==> src/core/opm_pkg.sv <==
// Purpose: constants shared by the output mode pin multiplexer
// Assumes: 8-bit configuration addresses and data, 4-bit register fields
// Notes: analog probe levels are carried as single logic bits
`default_nettype none
package opm_pkg;
  // configuration register addresses
  localparam logic [7:0] OPM_ADDR_TRIM = 8'h01;
  localparam logic [7:0] OPM_ADDR_MODE = 8'h02;
  // field layout: both registers use bits 3:0
  localparam int OPM_FIELD_LSB = 0;
  localparam int OPM_FIELD_MSB = 3;
  // reset values
  localparam logic [3:0] OPM_TRIM_RESET = 4'h0;
  localparam logic [3:0] OPM_MODE_RESET = 4'h0;
  // operating mode codes
  localparam logic [3:0] OPM_MODE_ABZ = 4'h0;
  localparam logic [3:0] OPM_MODE_CAL1 = 4'h1;
  localparam logic [3:0] OPM_MODE_CAL2 = 4'h2;
  localparam logic [3:0] OPM_MODE_TEST5 = 4'h5;
  localparam logic [3:0] OPM_MODE_TEST6 = 4'h6;
  localparam logic [3:0] OPM_MODE_CAL3 = 4'h7;
  localparam logic [3:0] OPM_MODE_SYSTEST = 4'hB;
  localparam logic [3:0] OPM_MODE_UVW = 4'hE;
  localparam logic [3:0] OPM_MODE_COUNTER = 4'hF;
  // warning threshold trim: 100 % at code zero, 5 % per step
  localparam logic [7:0] OPM_TRIM_BASE_PCT = 8'h64;
  localparam logic [7:0] OPM_TRIM_STEP_PCT = 8'h05;
  // shutdown lies this many millivolts beyond the warning threshold
  localparam logic [9:0] OPM_SHUTDOWN_DELTA_MV = 10'h019;
endpackage : opm_pkg
`default_nettype wire

==> src/core/opm_temp_alarm.sv <==
// Purpose: temperature warning comparator with trimmed threshold
// Assumes: sense and reference given as millivolt codes below the supply
// Notes: sense voltage falls as the die heats up
`default_nettype none
module opm_temp_alarm (
  // clock and reset
  input wire logic clock,
  input wire logic resetn,
  // trim and measured levels
  input wire logic [3:0] trim,
  input wire logic [9:0] sense_mv,
  input wire logic [9:0] base_mv,
  // result
  output logic warn_window
);
  import opm_pkg::*;

  // compare in percent units to avoid a divider
  logic [7:0] pct;
  logic [19:0] thr_x100;
  logic [19:0] shut_x100;
  logic [19:0] sense_x100;
  logic [19:0] delta_x100;
  logic reached_warn;
  logic passed_shutdown;

  assign pct = OPM_TRIM_BASE_PCT + 8'(OPM_TRIM_STEP_PCT * trim);
  // widen before multiplying: a product sized to its operands would wrap
  assign thr_x100 = 20'(base_mv) * 20'(pct);
  assign sense_x100 = 20'(sense_mv) * 20'(OPM_TRIM_BASE_PCT);
  assign delta_x100 = 20'(OPM_SHUTDOWN_DELTA_MV) * 20'(OPM_TRIM_BASE_PCT);
  assign shut_x100 = thr_x100 - delta_x100;
  assign reached_warn = sense_x100 <= thr_x100;
  // a threshold below the shutdown delta means shutdown is never reached
  assign passed_shutdown = (thr_x100 >= delta_x100) && (sense_x100 < shut_x100);

  // high only between warning and shutdown
  always_ff @(posedge clock or negedge resetn) begin
    if (!resetn) begin
      warn_window <= 1'b0;
    end else begin
      warn_window <= reached_warn && !passed_shutdown;
    end
  end
endmodule : opm_temp_alarm
`default_nettype wire

==> src/core/opm_output_mux.sv <==
// Purpose: operating mode selector for the six output pins and alarm pin
// Assumes: all sources synchronous to clock; probe levels as logic bits
// Notes: pins are output/enable pairs; the pad resolves the wire
//
// Contract
// - a 4-bit mode field selects the function of six outputs and alarm
// - mode 0x00 drives complementary pairs carrying A, B and Z
// - mode 0x0E drives A B Z on positive pins, U V W on negative
// - mode 0x0F drives the six external counter control signals
// - line drivers and polarity protection only on in the three normal modes
// - calibration and test modes keep drivers off and present probes
// - codes 0x01, 0x02, 0x07 route calibration probes to the outputs
// - 0x05 conditioned signals plus internal error, 0x06 inputs, 0x0B digital cal
// - in mode 0x07 alarm drives low at warning threshold, releases past shutdown threshold
// - trim scales warning threshold 100 % plus 5 % per code
// - temperature calibration shows sense on a_pos, threshold on a_neg
// - in mode 0x00 the negative pin of a pair is the inverse of the positive
`default_nettype none
module opm_output_mux (
  // clock and reset
  input wire logic clock,
  input wire logic resetn,
  // configuration port
  input wire logic [7:0] cfg_addr,
  input wire logic [7:0] cfg_wdata,
  input wire logic cfg_write,
  input wire logic cfg_read,
  output logic [7:0] cfg_rdata,
  output logic cfg_rvalid,
  // position and counter sources
  input wire logic quad_a,
  input wire logic quad_b,
  input wire logic quad_z,
  input wire logic comm_u,
  input wire logic comm_v,
  input wire logic comm_w,
  input wire logic count_down_pulse,
  input wire logic count_up_pulse,
  input wire logic count_pulse,
  input wire logic count_direction_low_up,
  input wire logic counter_clear_high,
  input wire logic counter_load_low,
  input wire logic error_active,
  input wire logic internal_error,
  // probe sources, 0 to 5 in pin order a_pos, a_neg, b_pos, b_neg, z_pos, z_neg
  input wire logic [5:0] probe_cal1,
  input wire logic [5:0] probe_cal2,
  input wire logic [5:0] probe_test5,
  input wire logic [5:0] probe_inputs,
  input wire logic [5:0] probe_cal3,
  input wire logic [5:0] probe_digital,
  // temperature levels
  input wire logic [9:0] temp_sense_mv,
  input wire logic [9:0] temp_base_mv,
  // output pins
  output logic [5:0] pin_out,
  output logic [5:0] pin_oe,
  output logic alarm_out,
  output logic alarm_oe,
  output logic line_driver_en,
  output logic polarity_protect_en
);
  import opm_pkg::*;

  logic [3:0] temp_warn_trim;
  logic [3:0] operating_mode;
  logic temp_warn_window;

  // normal position output modes
  function automatic logic opm_is_normal(input logic [3:0] m);
    return (m == OPM_MODE_ABZ) || (m == OPM_MODE_UVW) || (m == OPM_MODE_COUNTER);
  endfunction : opm_is_normal

  // modes with a probe function
  function automatic logic opm_is_probe(input logic [3:0] m);
    return (m == OPM_MODE_CAL1) || (m == OPM_MODE_CAL2) || (m == OPM_MODE_TEST5)
        || (m == OPM_MODE_TEST6) || (m == OPM_MODE_CAL3) || (m == OPM_MODE_SYSTEST);
  endfunction : opm_is_probe

  // {oe[5:0], out[5:0], alarm_oe, alarm_level} for a mode
  function automatic logic [13:0] opm_select(input logic [3:0] m, input logic [5:0] pos,
      input logic [5:0] uvw, input logic [5:0] cnt, input logic [5:0] p1,
      input logic [5:0] p2, input logic [5:0] p5, input logic [5:0] p6,
      input logic [5:0] p7, input logic [5:0] pb, input logic err, input logic ierr,
      input logic twarn);
    logic [13:0] r;
    r = 14'h0000; // reserved codes: nothing driven
    case (m)
      OPM_MODE_ABZ: r = {6'h3F, pos, err, 1'b0};
      OPM_MODE_UVW: r = {6'h3F, uvw, err, 1'b0};
      OPM_MODE_COUNTER: r = {6'h3F, cnt, err, 1'b0};
      OPM_MODE_CAL1: r = {6'h38, p1 & 6'h38, 1'b0, 1'b0};
      OPM_MODE_CAL2: r = {6'h3F, p2, 1'b0, 1'b0};
      OPM_MODE_TEST5: r = {6'h3F, p5, ierr, 1'b0};
      OPM_MODE_TEST6: r = {6'h3F, p6, 1'b0, 1'b0};
      OPM_MODE_CAL3: r = {6'h33, p7 & 6'h33, twarn, 1'b0};
      OPM_MODE_SYSTEST: r = {6'h3F, pb, err, 1'b0};
      default: r = 14'h0000;
    endcase
    return r;
  endfunction : opm_select

  // bit order of the pin vectors: 0 a_pos, 1 a_neg, 2 b_pos, 3 b_neg, 4 z_pos, 5 z_neg
  logic [5:0] abz_pins;
  logic [5:0] uvw_pins;
  logic [5:0] cnt_pins;
  logic [13:0] next_sel;
  logic write_trim;
  logic write_mode;
  logic [7:0] next_rdata;

  assign abz_pins = {~quad_z, quad_z, ~quad_b, quad_b, ~quad_a, quad_a};
  assign uvw_pins = {comm_w, quad_z, comm_v, quad_b, comm_u, quad_a};
  assign cnt_pins = {counter_load_low, counter_clear_high, count_direction_low_up,
                     count_pulse, count_up_pulse, count_down_pulse};
  assign next_sel = opm_select(operating_mode, abz_pins, uvw_pins, cnt_pins, probe_cal1,
                               probe_cal2, probe_test5, probe_inputs, probe_cal3,
                               probe_digital, error_active, internal_error,
                               temp_warn_window);

  // register decode; unmapped reads answer zero
  assign write_trim = cfg_write && (cfg_addr == OPM_ADDR_TRIM);
  assign write_mode = cfg_write && (cfg_addr == OPM_ADDR_MODE);
  assign next_rdata = (cfg_addr == OPM_ADDR_TRIM) ? {4'h0, temp_warn_trim} :
                      (cfg_addr == OPM_ADDR_MODE) ? {4'h0, operating_mode} : 8'h00;

  // configuration registers
  always_ff @(posedge clock or negedge resetn) begin
    if (!resetn) begin
      temp_warn_trim <= OPM_TRIM_RESET;
      operating_mode <= OPM_MODE_RESET;
    end else begin
      if (write_trim) temp_warn_trim <= cfg_wdata[OPM_FIELD_MSB:OPM_FIELD_LSB];
      if (write_mode) operating_mode <= cfg_wdata[OPM_FIELD_MSB:OPM_FIELD_LSB];
    end
  end

  // read answer one cycle after the strobe
  always_ff @(posedge clock or negedge resetn) begin
    if (!resetn) begin
      cfg_rdata <= 8'h00;
      cfg_rvalid <= 1'b0;
    end else begin
      cfg_rdata <= cfg_read ? next_rdata : 8'h00;
      cfg_rvalid <= cfg_read;
    end
  end

  // registered pins so mode switches never glitch the pads
  always_ff @(posedge clock or negedge resetn) begin
    if (!resetn) begin
      pin_oe <= 6'h00;
      pin_out <= 6'h00;
      alarm_oe <= 1'b0;
      alarm_out <= 1'b0;
      line_driver_en <= 1'b0;
      polarity_protect_en <= 1'b0;
    end else begin
      pin_oe <= next_sel[13:8];
      pin_out <= next_sel[7:2];
      alarm_oe <= next_sel[1]; // open drain: enable pulls low
      alarm_out <= next_sel[0];
      line_driver_en <= opm_is_normal(operating_mode);
      polarity_protect_en <= opm_is_normal(operating_mode);
    end
  end

  // warning window from trimmed threshold
  opm_temp_alarm u_temp_alarm (
    .clock(clock),
    .resetn(resetn),
    .trim(temp_warn_trim),
    .sense_mv(temp_sense_mv),
    .base_mv(temp_base_mv),
    .warn_window(temp_warn_window)
  );
endmodule : opm_output_mux
`default_nettype wire

==> config.mk <==
export PLATFORM = sky130hd
export DESIGN_NAME = opm_output_mux
export DESIGN_NICKNAME = d
export VERILOG_FILES = /design/src/core/opm_pkg.sv /design/src/core/opm_temp_alarm.sv /design/src/core/opm_output_mux.sv
export SDC_FILE = /design/constraint.sdc
export NUM_CORES = 1
export LEC_CHECK = 0
export BUFFER_PORTS_ARGS = -buffer_cell sky130_fd_sc_hd__buf_2
export CAP_MARGIN = 10
export CORE_ASPECT_RATIO = 1.75
export CORE_MARGIN = 2
export CORE_UTILIZATION = 40
export DETAILED_ROUTE_END_ITERATION = 7
export GPL_ROUTABILITY_DRIVEN = 0
export SYNTH_ARGS = -nofsm -noshare
export SYNTH_HDL_FRONTEND = slang
export SYNTH_SLANG_ARGS = --single-unit
==> constraint.sdc <==
create_clock -name clock -period 7.8 [get_ports clock]
set_input_delay 1.56 -clock clock [delete_from_list [all_inputs] [get_ports clock]]
set_output_delay 1.56 -clock clock [all_outputs]
set_load 0.05 [all_outputs]
* After elaboration in Yosys (flattened, before gate mapping) *
Index checks and enable logic that the tools add are counted.

word-level totals
  register bits = 29
  input port bits = 90

operators by class
  add/sub/neg operators = 2
  multiply operators = 3
  $lt $le $gt $ge = 3
  equal/unequal tests = 10
  muxes and demuxes = 4
  bitwise gates (word level) = 3
  reductions and logical operators = 8

operators with widths
  operator                  number
  $pmux W14 S9              1
  $lt A17 B20 Y1            1
  $sub A18 B12 Y19 const B  1
  $ge A18 B12 Y1 const B    1
  $le A17 B18 Y1            1
  $mul A10 B8 Y18           1
  $mul A10 B5 Y15 const B   1
  $eq A4 B3 Y1 const B      3
  $eq A4 B4 Y1 const B      3
  $mux W4                   3
  $add A7 B7 Y8 const A     1
  $eq A8 B1 Y1 const B      1
  $eq A8 B2 Y1 const B      1
  $mul A3 B4 Y7 const A     1
  $eq A4 B1 Y1 const B      1
  $eq A4 B2 Y1 const B      1
  $logic_and A1 B1 Y1       4
  $logic_not A4 Y1          1
  $not A1 Y1                3
  $logic_or A1 B1 Y1        2
  $logic_not A1 Y1          1

* Logic depth before layout (Yosys ltp) *
Gate-level depths: netlist of run 1.

  word-level depth = 8
  depth in mapped cells = 35

* Modules after synthesis *
Synthesis of run 1 repeated with hierarchy kept, for this count alone.

second synthesis, totals
  cell total of the unflattened synthesis = 743
  area total of the unflattened synthesis = 6332.3 µm²

modules (own cells, without submodules)
  module          instances  cells each  area an instance (µm²)
  opm_temp_alarm  1          590         4869.7
  opm_output_mux  1          153         1462.7

* Worst setup path before layout of run 1 *
No wires, ideal clock.

  path type = flip-flop to flip-flop
  start point = register temp_warn_trim[3]
  end point = register u_temp_alarm.warn_window
  library setup time = 0.133 ns
  arrival time = 7.586 ns
  data required time = 7.667 ns
  slack = 0.082 ns
  stages on the path, launching flop included = 33
  path buffers = 0
  clock period less this slack = 7.718 ns
  cells stage by stage = dfrtp_1 ha_1 ha_1 ha_1 fa_1 a21oi_1 xnor2_1 nand2_1 fa_1 fa_1 inv_1 fa_1 inv_1 fa_1 inv_1 ha_1 a21oi_2 nand2_1 o21ai_0 nand4_1 o21ai_1 nand2_1 a21oi_1 nor2_1 ha_1 a21o_1 a21o_1 a21oi_1 nor2b_1 a2111oi_0 a31o_2 a31o_1 a32oi_1

between the ends
  word-level cells in the longest chain between the ends = 8
  elaborated cells between the ends (all ways) = 10
  those cells by class = add/sub (2); mul (2); order compare (3); reduce/logical (3)

ends and longest elaborated chain
  what                     RTL line               text
  from (decl)              opm_output_mux.sv:65   logic [3:0] temp_warn_trim;
  from (signal assigned)   opm_output_mux.sv:133  if (write_trim) temp_warn_trim <= cfg_wdata[OPM_FIELD_MSB:OPM_FIELD_LSB];
  $mul A3 B4 Y7 (*)        opm_temp_alarm.sv:27   assign pct = OPM_TRIM_BASE_PCT + 8'(OPM_TRIM_STEP_PCT * trim);
  $add A7 B7 Y8 (*)        opm_temp_alarm.sv:27
  $mul A10 B8 Y18 (*)      opm_temp_alarm.sv:29   assign thr_x100 = 20'(base_mv) * 20'(pct);
  $sub A18 B12 Y19         opm_temp_alarm.sv:32   assign shut_x100 = thr_x100 - delta_x100;
  $lt A17 B20 Y1           opm_temp_alarm.sv:35   assign passed_shutdown = (thr_x100 >= delta_x100) && (sense_x100 < shut_x100);
  $logic_and A1 B1 Y1      opm_temp_alarm.sv:35
  $logic_not A1 Y1         opm_temp_alarm.sv:42   warn_window <= reached_warn && !passed_shutdown;
  $logic_and A1 B1 Y1 (*)  opm_temp_alarm.sv:42
  to (signal assigned)     opm_temp_alarm.sv:42
  to (decl)                opm_temp_alarm.sv:14   output logic warn_window

Every way passes the cells marked *; elsewhere a longest branch is shown, timed or not.
A chain may end at the register's enable or synchronous reset.

* Worst setup path after layout of run 1 *
Same ends and word-level chain as after synthesis.

==> results of run 1 <==
[per-stage QoR]
step | util, % | worst slack (ps) | setup TNS, ps | std cells
global placement | 47.9 | -414 | -414 | 1099
global route | 51.6 | -86.8 | -86.8 | 1114
detailed placement | 47.9 | -404 | -404 | 1099
finish | 51.6 | 189 | 0 | 1114
floorplan | - | 81.6 | 0 | 764
CTS | 49.0 | 4.54 | 0 | 1104
[final cells by class]
cell class / instances / area, um2
Clock inverter: 1 / 30.0
Multi-Input combinational cell: 594 / 5590
Timing Repair Buffer: 181 / 1120
Tap cell: 189 / 236
Fill cell: 1585 / 7650
Inverter: 120 / 450
Sequential cell: 26 / 651
Clock buffer: 3 / 75.1
[worst max-delay path: cells and delay by family, from the launching register on]
family          cells  cell delay (ps)
fa+ha+maj          10             3610
compound gates      8             1500
simple gates        5              980
buf+inv             6              730
flops               1              400
xor+xnor            2              280
[path summary, 6_finish.rpt]
kind / start / to / slack, ps
setup / recovery: temp_warn_trim[3] / u_temp_alarm.warn_window / 190
hold / removal: temp_warn_trim[2] / temp_warn_trim[2] / 600
setup reg to reg: temp_warn_trim[3] / u_temp_alarm.warn_window / 190
hold reg to reg: temp_warn_trim[2] / temp_warn_trim[2] / 600
max in group asynchronous: resetn / operating_mode[3] / 6110
min in group asynchronous: resetn / pin_out[3] / 1290
[layer usage]
metal  track usage [%]  share of wire (%)  up-vias  routed length, um
li1                  -                  -     2894                  -
met1              18.5                 37     2691               5730
met2              36.8                 59       88               9130
met3             0.894                2.0       24                317
met4              4.41                2.7        0                418
met5                 0                  0        -                  0
[power groups by stage]
stage / logic [mW] / registers, mW / clock network [mW]
final: 2.16 / 0.158 / 0.151
after global routing: 2.41 / 0.160 / 0.158
after CTS: 1.93 / 0.158 / 0.153
after detailed placement: 1.88 / 0.161 / 0
after global placement: 1.86 / 0.161 / 0
after floorplan: 1.22 / 0.187 / 0
[synth_stat cells, types with 3 or more instances]
library cell / instances
a211oi_1: 3
a21o_1: 15
a21oi_1: 41
a221oi_1: 3
a22oi_1: 11
and2_1: 55
and3_1: 9
buf_4: 8
clkbuf_1: 13
dfrtp_1: 26
fa_1: 54
ha_1: 111
inv_1: 120
mux2_2: 14
mux2i_1: 7
nand2_1: 59
nand2b_1: 6
nand3_1: 11
nand4_1: 6
nor2_1: 34
nor2b_1: 9
nor3_1: 10
nor3b_1: 6
nor4_1: 3
o2111ai_1: 4
o211ai_1: 7
o21a_1: 4
o21ai_0: 17
o21bai_1: 7
or2_2: 3
or3_1: 3
xnor2_1: 24
xor2_1: 6
[logic make-up (layout without fill, tap and decap cells)]
kind of cell               after synthesis  after routing  share of synthesized area (%)
AOI/OAI and AO/OA                      143            143                           15.5
other                                    1              5                         0.0584
adders and majority gates              165            165                           38.5
muxes                                   21             21                           3.55
xor gates and xnor gates                30             30                           4.09
and+or+nand+nor                        230            230                           19.1
buffers and inverters                  144            305                           9.12
DFF                                     26             26                           10.1
[sequential cells by signal, indices dropped and copies added, names as in the netlist]
name                      cells
pin_out                       6
cfg_rdata                     4
u_temp_alarm.warn_window      1
pin_oe                        4
polarity_protect_en           1
temp_warn_trim                4
alarm_oe                      1
cfg_rvalid                    1
operating_mode                4
[timing repair]
item,in CTS,in global routing
gates cloned,0,0
endpoints found under the setup margin,1,1
resized for setup,13,56
setup buffers,1,12
pin swaps,3,38
==> impl_metrics.env, run 1 <==
export IMPL_final_cell_mix="inv_1, ha_1, buf_2"
export IMPL_p_per_area_nw_per_um2=303
export IMPL_slew_headroom_pct=45.1
export IMPL_ys_ff_latch=26
export IMPL_cp_arrival_ps=7750
export IMPL_grt_pass1_wl_um=25000
export IMPL_cts_tree="done"
export IMPL_crit_path_max_fanout=8
export IMPL_cp_required_ps=7940
export IMPL_hold_viol_final=0
export IMPL_finalPower_mw=2.47
export IMPL_drt_total_wl_um=15600
export IMPL_holdWs_ps=605
export IMPL_die_h_um=172
export IMPL_power_switching_mw=1.16
export IMPL_hold_class="register to register"
export IMPL_diodes=0
export IMPL_dpl_instance_area_um2=7560
export IMPL_yosysTopAreaCellShare_pct=21.6
export IMPL_path_class="register to register"
export IMPL_synthFlopType="dfrtp_1"
export IMPL_finalCritPeriodShare_pct=97.6
export IMPL_cts_sinks=26
export IMPL_drcViolationCount=0
export IMPL_clock_latency_ps=260
export IMPL_routedWlPerCell_um=14.0
export IMPL_fmax_ghz=0.131
export IMPL_peakVddDrop_uv=177
export IMPL_grt_pass1_vias=5669
export IMPL_die_x_um=99.8
export IMPL_initial_core_util_pct=40.6
export IMPL_num_vias=5697
export IMPL_core_area_um2=15800
export IMPL_stdcell_area_um2=8150
export IMPL_mostFrequentLayoutCell="inv_1"
export IMPL_syn_area_um2=6420
export IMPL_antenna_found_initial=0
export IMPL_die_area_um2=17100
export IMPL_overflow=0
export IMPL_final_max_slew_viol_count=0
export IMPL_p_clk_share_pct=6.1
export IMPL_start_kind="register"
export IMPL_worstSetupEndpointType="register"
export IMPL_yosys_warnings=0
export IMPL_boundaryPins=115
export IMPL_p_leak_nw=4.18
export IMPL_syn_avg_cell_area_um2=8.45
export IMPL_synth_edf_count=0
export IMPL_critPathMaxStageDelay_ps=550
export IMPL_grt_max_degree=29
export IMPL_synthToLayoutAreaGrowth_pct=26.9
export IMPL_rr_worst_depth=31
export IMPL_outcome="finished clean"
export IMPL_p_comb_share_pct=87.5
export IMPL_p_int_mw=1.31
export IMPL_finClkSkew_ps=6.93
export IMPL_routed_via_density=5.11
export IMPL_cts_buffers=3
export IMPL_power_share_sequential_pct=6.4
export IMPL_cts_max_level=1
export IMPL_ys_types=75
export IMPL_critPathMostFrequentCell="fa_1"
export IMPL_grt_use_total_pct=17.6
export IMPL_postRouteAntennaNets=0
export IMPL_setup_viol=0
export IMPL_fin_nets=1181
export IMPL_ctsHoldBuffers=0
export IMPL_clk_pin_slew_ps=70
export IMPL_dr_pass1_iters=4
export IMPL_swShare_pct=47.0
export IMPL_drive_above_1_share_pct=28.8
export IMPL_drt_iter0_markers=142
export IMPL_cpMaxStageDelayCell="fa_1"
export IMPL_worst_pin_slew_ps=824
export IMPL_synth_area_leader_cell="ha_1"
export IMPL_dp_hpwl_um=13300
export IMPL_period_needed_ps=7610
export IMPL_syn_inst=760
export IMPL_yosysSeqAreaShare_pct=10.1
export IMPL_num_rows=61
export IMPL_maxCapViolations=0
export IMPL_clockBufferDepth=2
export IMPL_synth_area_leaders="ha_1, fa_1, dfrtp_1"
export IMPL_cts_root_buf="clkbuf_16"
export IMPL_async_flop_share_pct=100
export IMPL_port_buffers=100
export IMPL_whs_path_depth=1
No activity file was read; power rests on OpenSTA's default activity.
==> run 2: changes to the inputs <==
- clock period: 7.8 -> 6.5 ns (I/O delays scaled with it)
==> impl_metrics.env, run 2 (synthesis gave the netlist of run 1 again) <==
export IMPL_finalCritPeriodShare_pct=115
export IMPL_cp_startpoint="temp_warn_trim[3]"
export IMPL_crit_end="u_temp_alarm.warn_window"
export IMPL_fillers=1528
export IMPL_worstSetupEndpointType="register"
export IMPL_clockBufferDepth=2
export IMPL_fmax_ghz=0.133
export IMPL_crit_path_max_fanout=6
export IMPL_r2r_start="temp_warn_trim[3]"
export IMPL_worst_pin_slew_ps=844
export IMPL_clock_latency_ps=270
export IMPL_reg2reg_slack_ps=-990
export IMPL_regArea_um2=652
export IMPL_fin_nets=1208
export IMPL_outcome="finished with violations"
export IMPL_tns_ps=-995
export IMPL_dr_pass1_iters=4
export IMPL_failed_checks="negative setup slack"
export IMPL_mostFrequentLayoutCell="inv_1"
export IMPL_port_buffers=100
export IMPL_path_class="register to register"
export IMPL_critPathMaxStageDelay_ps=540
export IMPL_grt_max_degree=29
export IMPL_clk_pin_slew_ps=70
export IMPL_crit_cells=31
export IMPL_synthToLayoutAreaGrowth_pct=30.2
export IMPL_dp_cells=1122
export IMPL_antenna_found_initial=0
export IMPL_drive_above_1_share_pct=31.6
export IMPL_hold_class="register to register"
export IMPL_setup_viol=1
export IMPL_grt_pass1_wl_um=26800
export IMPL_initial_core_util_pct=40.6
export IMPL_rr_endpoint="u_temp_alarm.warn_window"
export IMPL_maxCapViolations=0
export IMPL_layoutNonFillerInstCount=1141
export IMPL_drcViolationCount=0
export IMPL_cts_tree="done"
export IMPL_rsz0062_at_grt="yes"
export IMPL_final_cell_mix="inv_1, buf_4, ha_1"
export IMPL_worstHoldStart="u_temp_alarm.warn_window"
export IMPL_routed_via_density=5.21
export IMPL_die_area_um2=17100
export IMPL_postRouteAntennaNets=0
export IMPL_grt_use_total_pct=18.9
export IMPL_crit_buf_inv=3
export IMPL_cts_buffers=3
export IMPL_hold_viol_final=0
export IMPL_boundaryPins=115
export IMPL_ctsHoldBuffers=0
export IMPL_cp_required_ps=6670
export IMPL_slew_headroom_pct=43.7
export IMPL_start_kind="register"
export IMPL_die_h_um=172
export IMPL_rr_worst_depth=31
export IMPL_p_per_area_nw_per_um2=363
export IMPL_p_leak_nw=4.30
export IMPL_finClkSkew_ps=4.92
export IMPL_cpMaxStageDelayCell="fa_1"
export IMPL_cp_arrival_ps=7660
export IMPL_overflow=0
export IMPL_num_vias=5946
export IMPL_timing_final_ws_setup_ps=-995
export IMPL_cts_sinks=26
export IMPL_multi_input_area_um2=5590
export IMPL_drt_total_wl_um=16000
export IMPL_core_area_um2=15800
export IMPL_die_x_um=99.8
export IMPL_num_rows=61
export IMPL_largest_reg_flops=6
export IMPL_dp_slack_ps=-954
export IMPL_final_max_slew_viol_count=0
export IMPL_cts_max_level=1
export IMPL_peakVddDrop_uv=238
export IMPL_routedWlPerCell_um=14.0
export IMPL_top_register="pin_out"
export IMPL_path_delay_family="adder cells"
export IMPL_dp_hpwl_um=13600
export IMPL_diodes=0
export IMPL_drt_iter0_markers=119
export IMPL_period_needed_ps=7490
export IMPL_grt_pass1_vias=6071
export IMPL_cts_root_buf="clkbuf_16"
[run 2: cell count changes in the layout (fill, tap and decap cells not counted), moves of 2 or more]
| cell | delta |
|---|---|
| inv_1 | -2 |
| xnor2_2 | -3 |
| ha_2 | +2 |
| inv_2 | +2 |
| fa_1 | -2 |
| nor2_2 | +2 |
| nor2_1 | -2 |
| buf_4 | +26 |
| fa_2 | +2 |
| xnor2_1 | +3 |
[run 2: through the flow]
| step | power, mW | hold slack [ps] | cell area (um2) | utilization, % |
|---|---|---|---|---|
| 3_3_place_gp | 2.57 | 632 | 7930 | 50.2 |
| 4_1_cts | 2.89 | 682 | 8210 | 52.0 |
| 3_5_place_dp | 2.59 | 666 | 7930 | 50.2 |
| 5_1_grt | 3.35 | 699 | 8360 | 52.9 |
| 6_report | 3.04 | 672 | 8360 | 52.9 |
| 2_1_floorplan | 1.81 | 536 | 6630 | - |
[run 2: layout make-up]
class                           instances  area share, %
Tap cell                              189           2.83
Sequential cell                        26           7.80
Clock buffer                            3          0.898
Clock inverter                          1          0.359
Inverter                              120           5.39
Timing Repair Buffer                  208           15.8
Multi-Input combinational cell        594           66.9
[run 2: worst register-to-register path, delay by kind of cell, from the launching register on]
family | cells | cell delay (ps)
xor gates and xnor gates | 2 | 220
and+or+nand+nor | 8 | 1410
AOI/OAI and AO/OA | 8 | 1530
buffers and inverters | 3 | 230
adders and majority gates | 10 | 3580
DFF | 1 | 430
[run 2: what timing repair did]
item / CTS / global route
pin swaps: 33 / 36
setup endpoints to repair: 1 / 1
gates resized for setup: 18 / 23
buffers inserted: 11 / 4
[run 2: power by group]
group / switching (mW) / total (mW) / internal [mW] / leakage (nW)
Clock: 0.0624 / 0.185 / 0.123 / 0.0511
Sequential: 0.0137 / 0.191 / 0.177 / 0.321
Combinational: 1.34 / 2.66 / 1.32 / 3.93
[run 2: layer usage]
| metal | track usage, % | wire [um] | share of wire, % |
|---|---|---|---|
| met1 | 19.1 | 5790 | 36 |
| met2 | 39.7 | 9380 | 59 |
| met3 | 0.772 | 387 | 2.4 |
| met4 | 6.49 | 446 | 2.8 |
| met5 | 0 | 0 | 0 |
[run 2: worst min-delay path by stage]
stage,end,cells after the start,slack (ps)
after floorplan,temp_warn_trim[2],1,540
after global routing,alarm_oe,4,700
after detailed placement,alarm_oe,4,670
after global placement,alarm_oe,4,630
after CTS,alarm_oe,4,680
final,alarm_oe,4,670
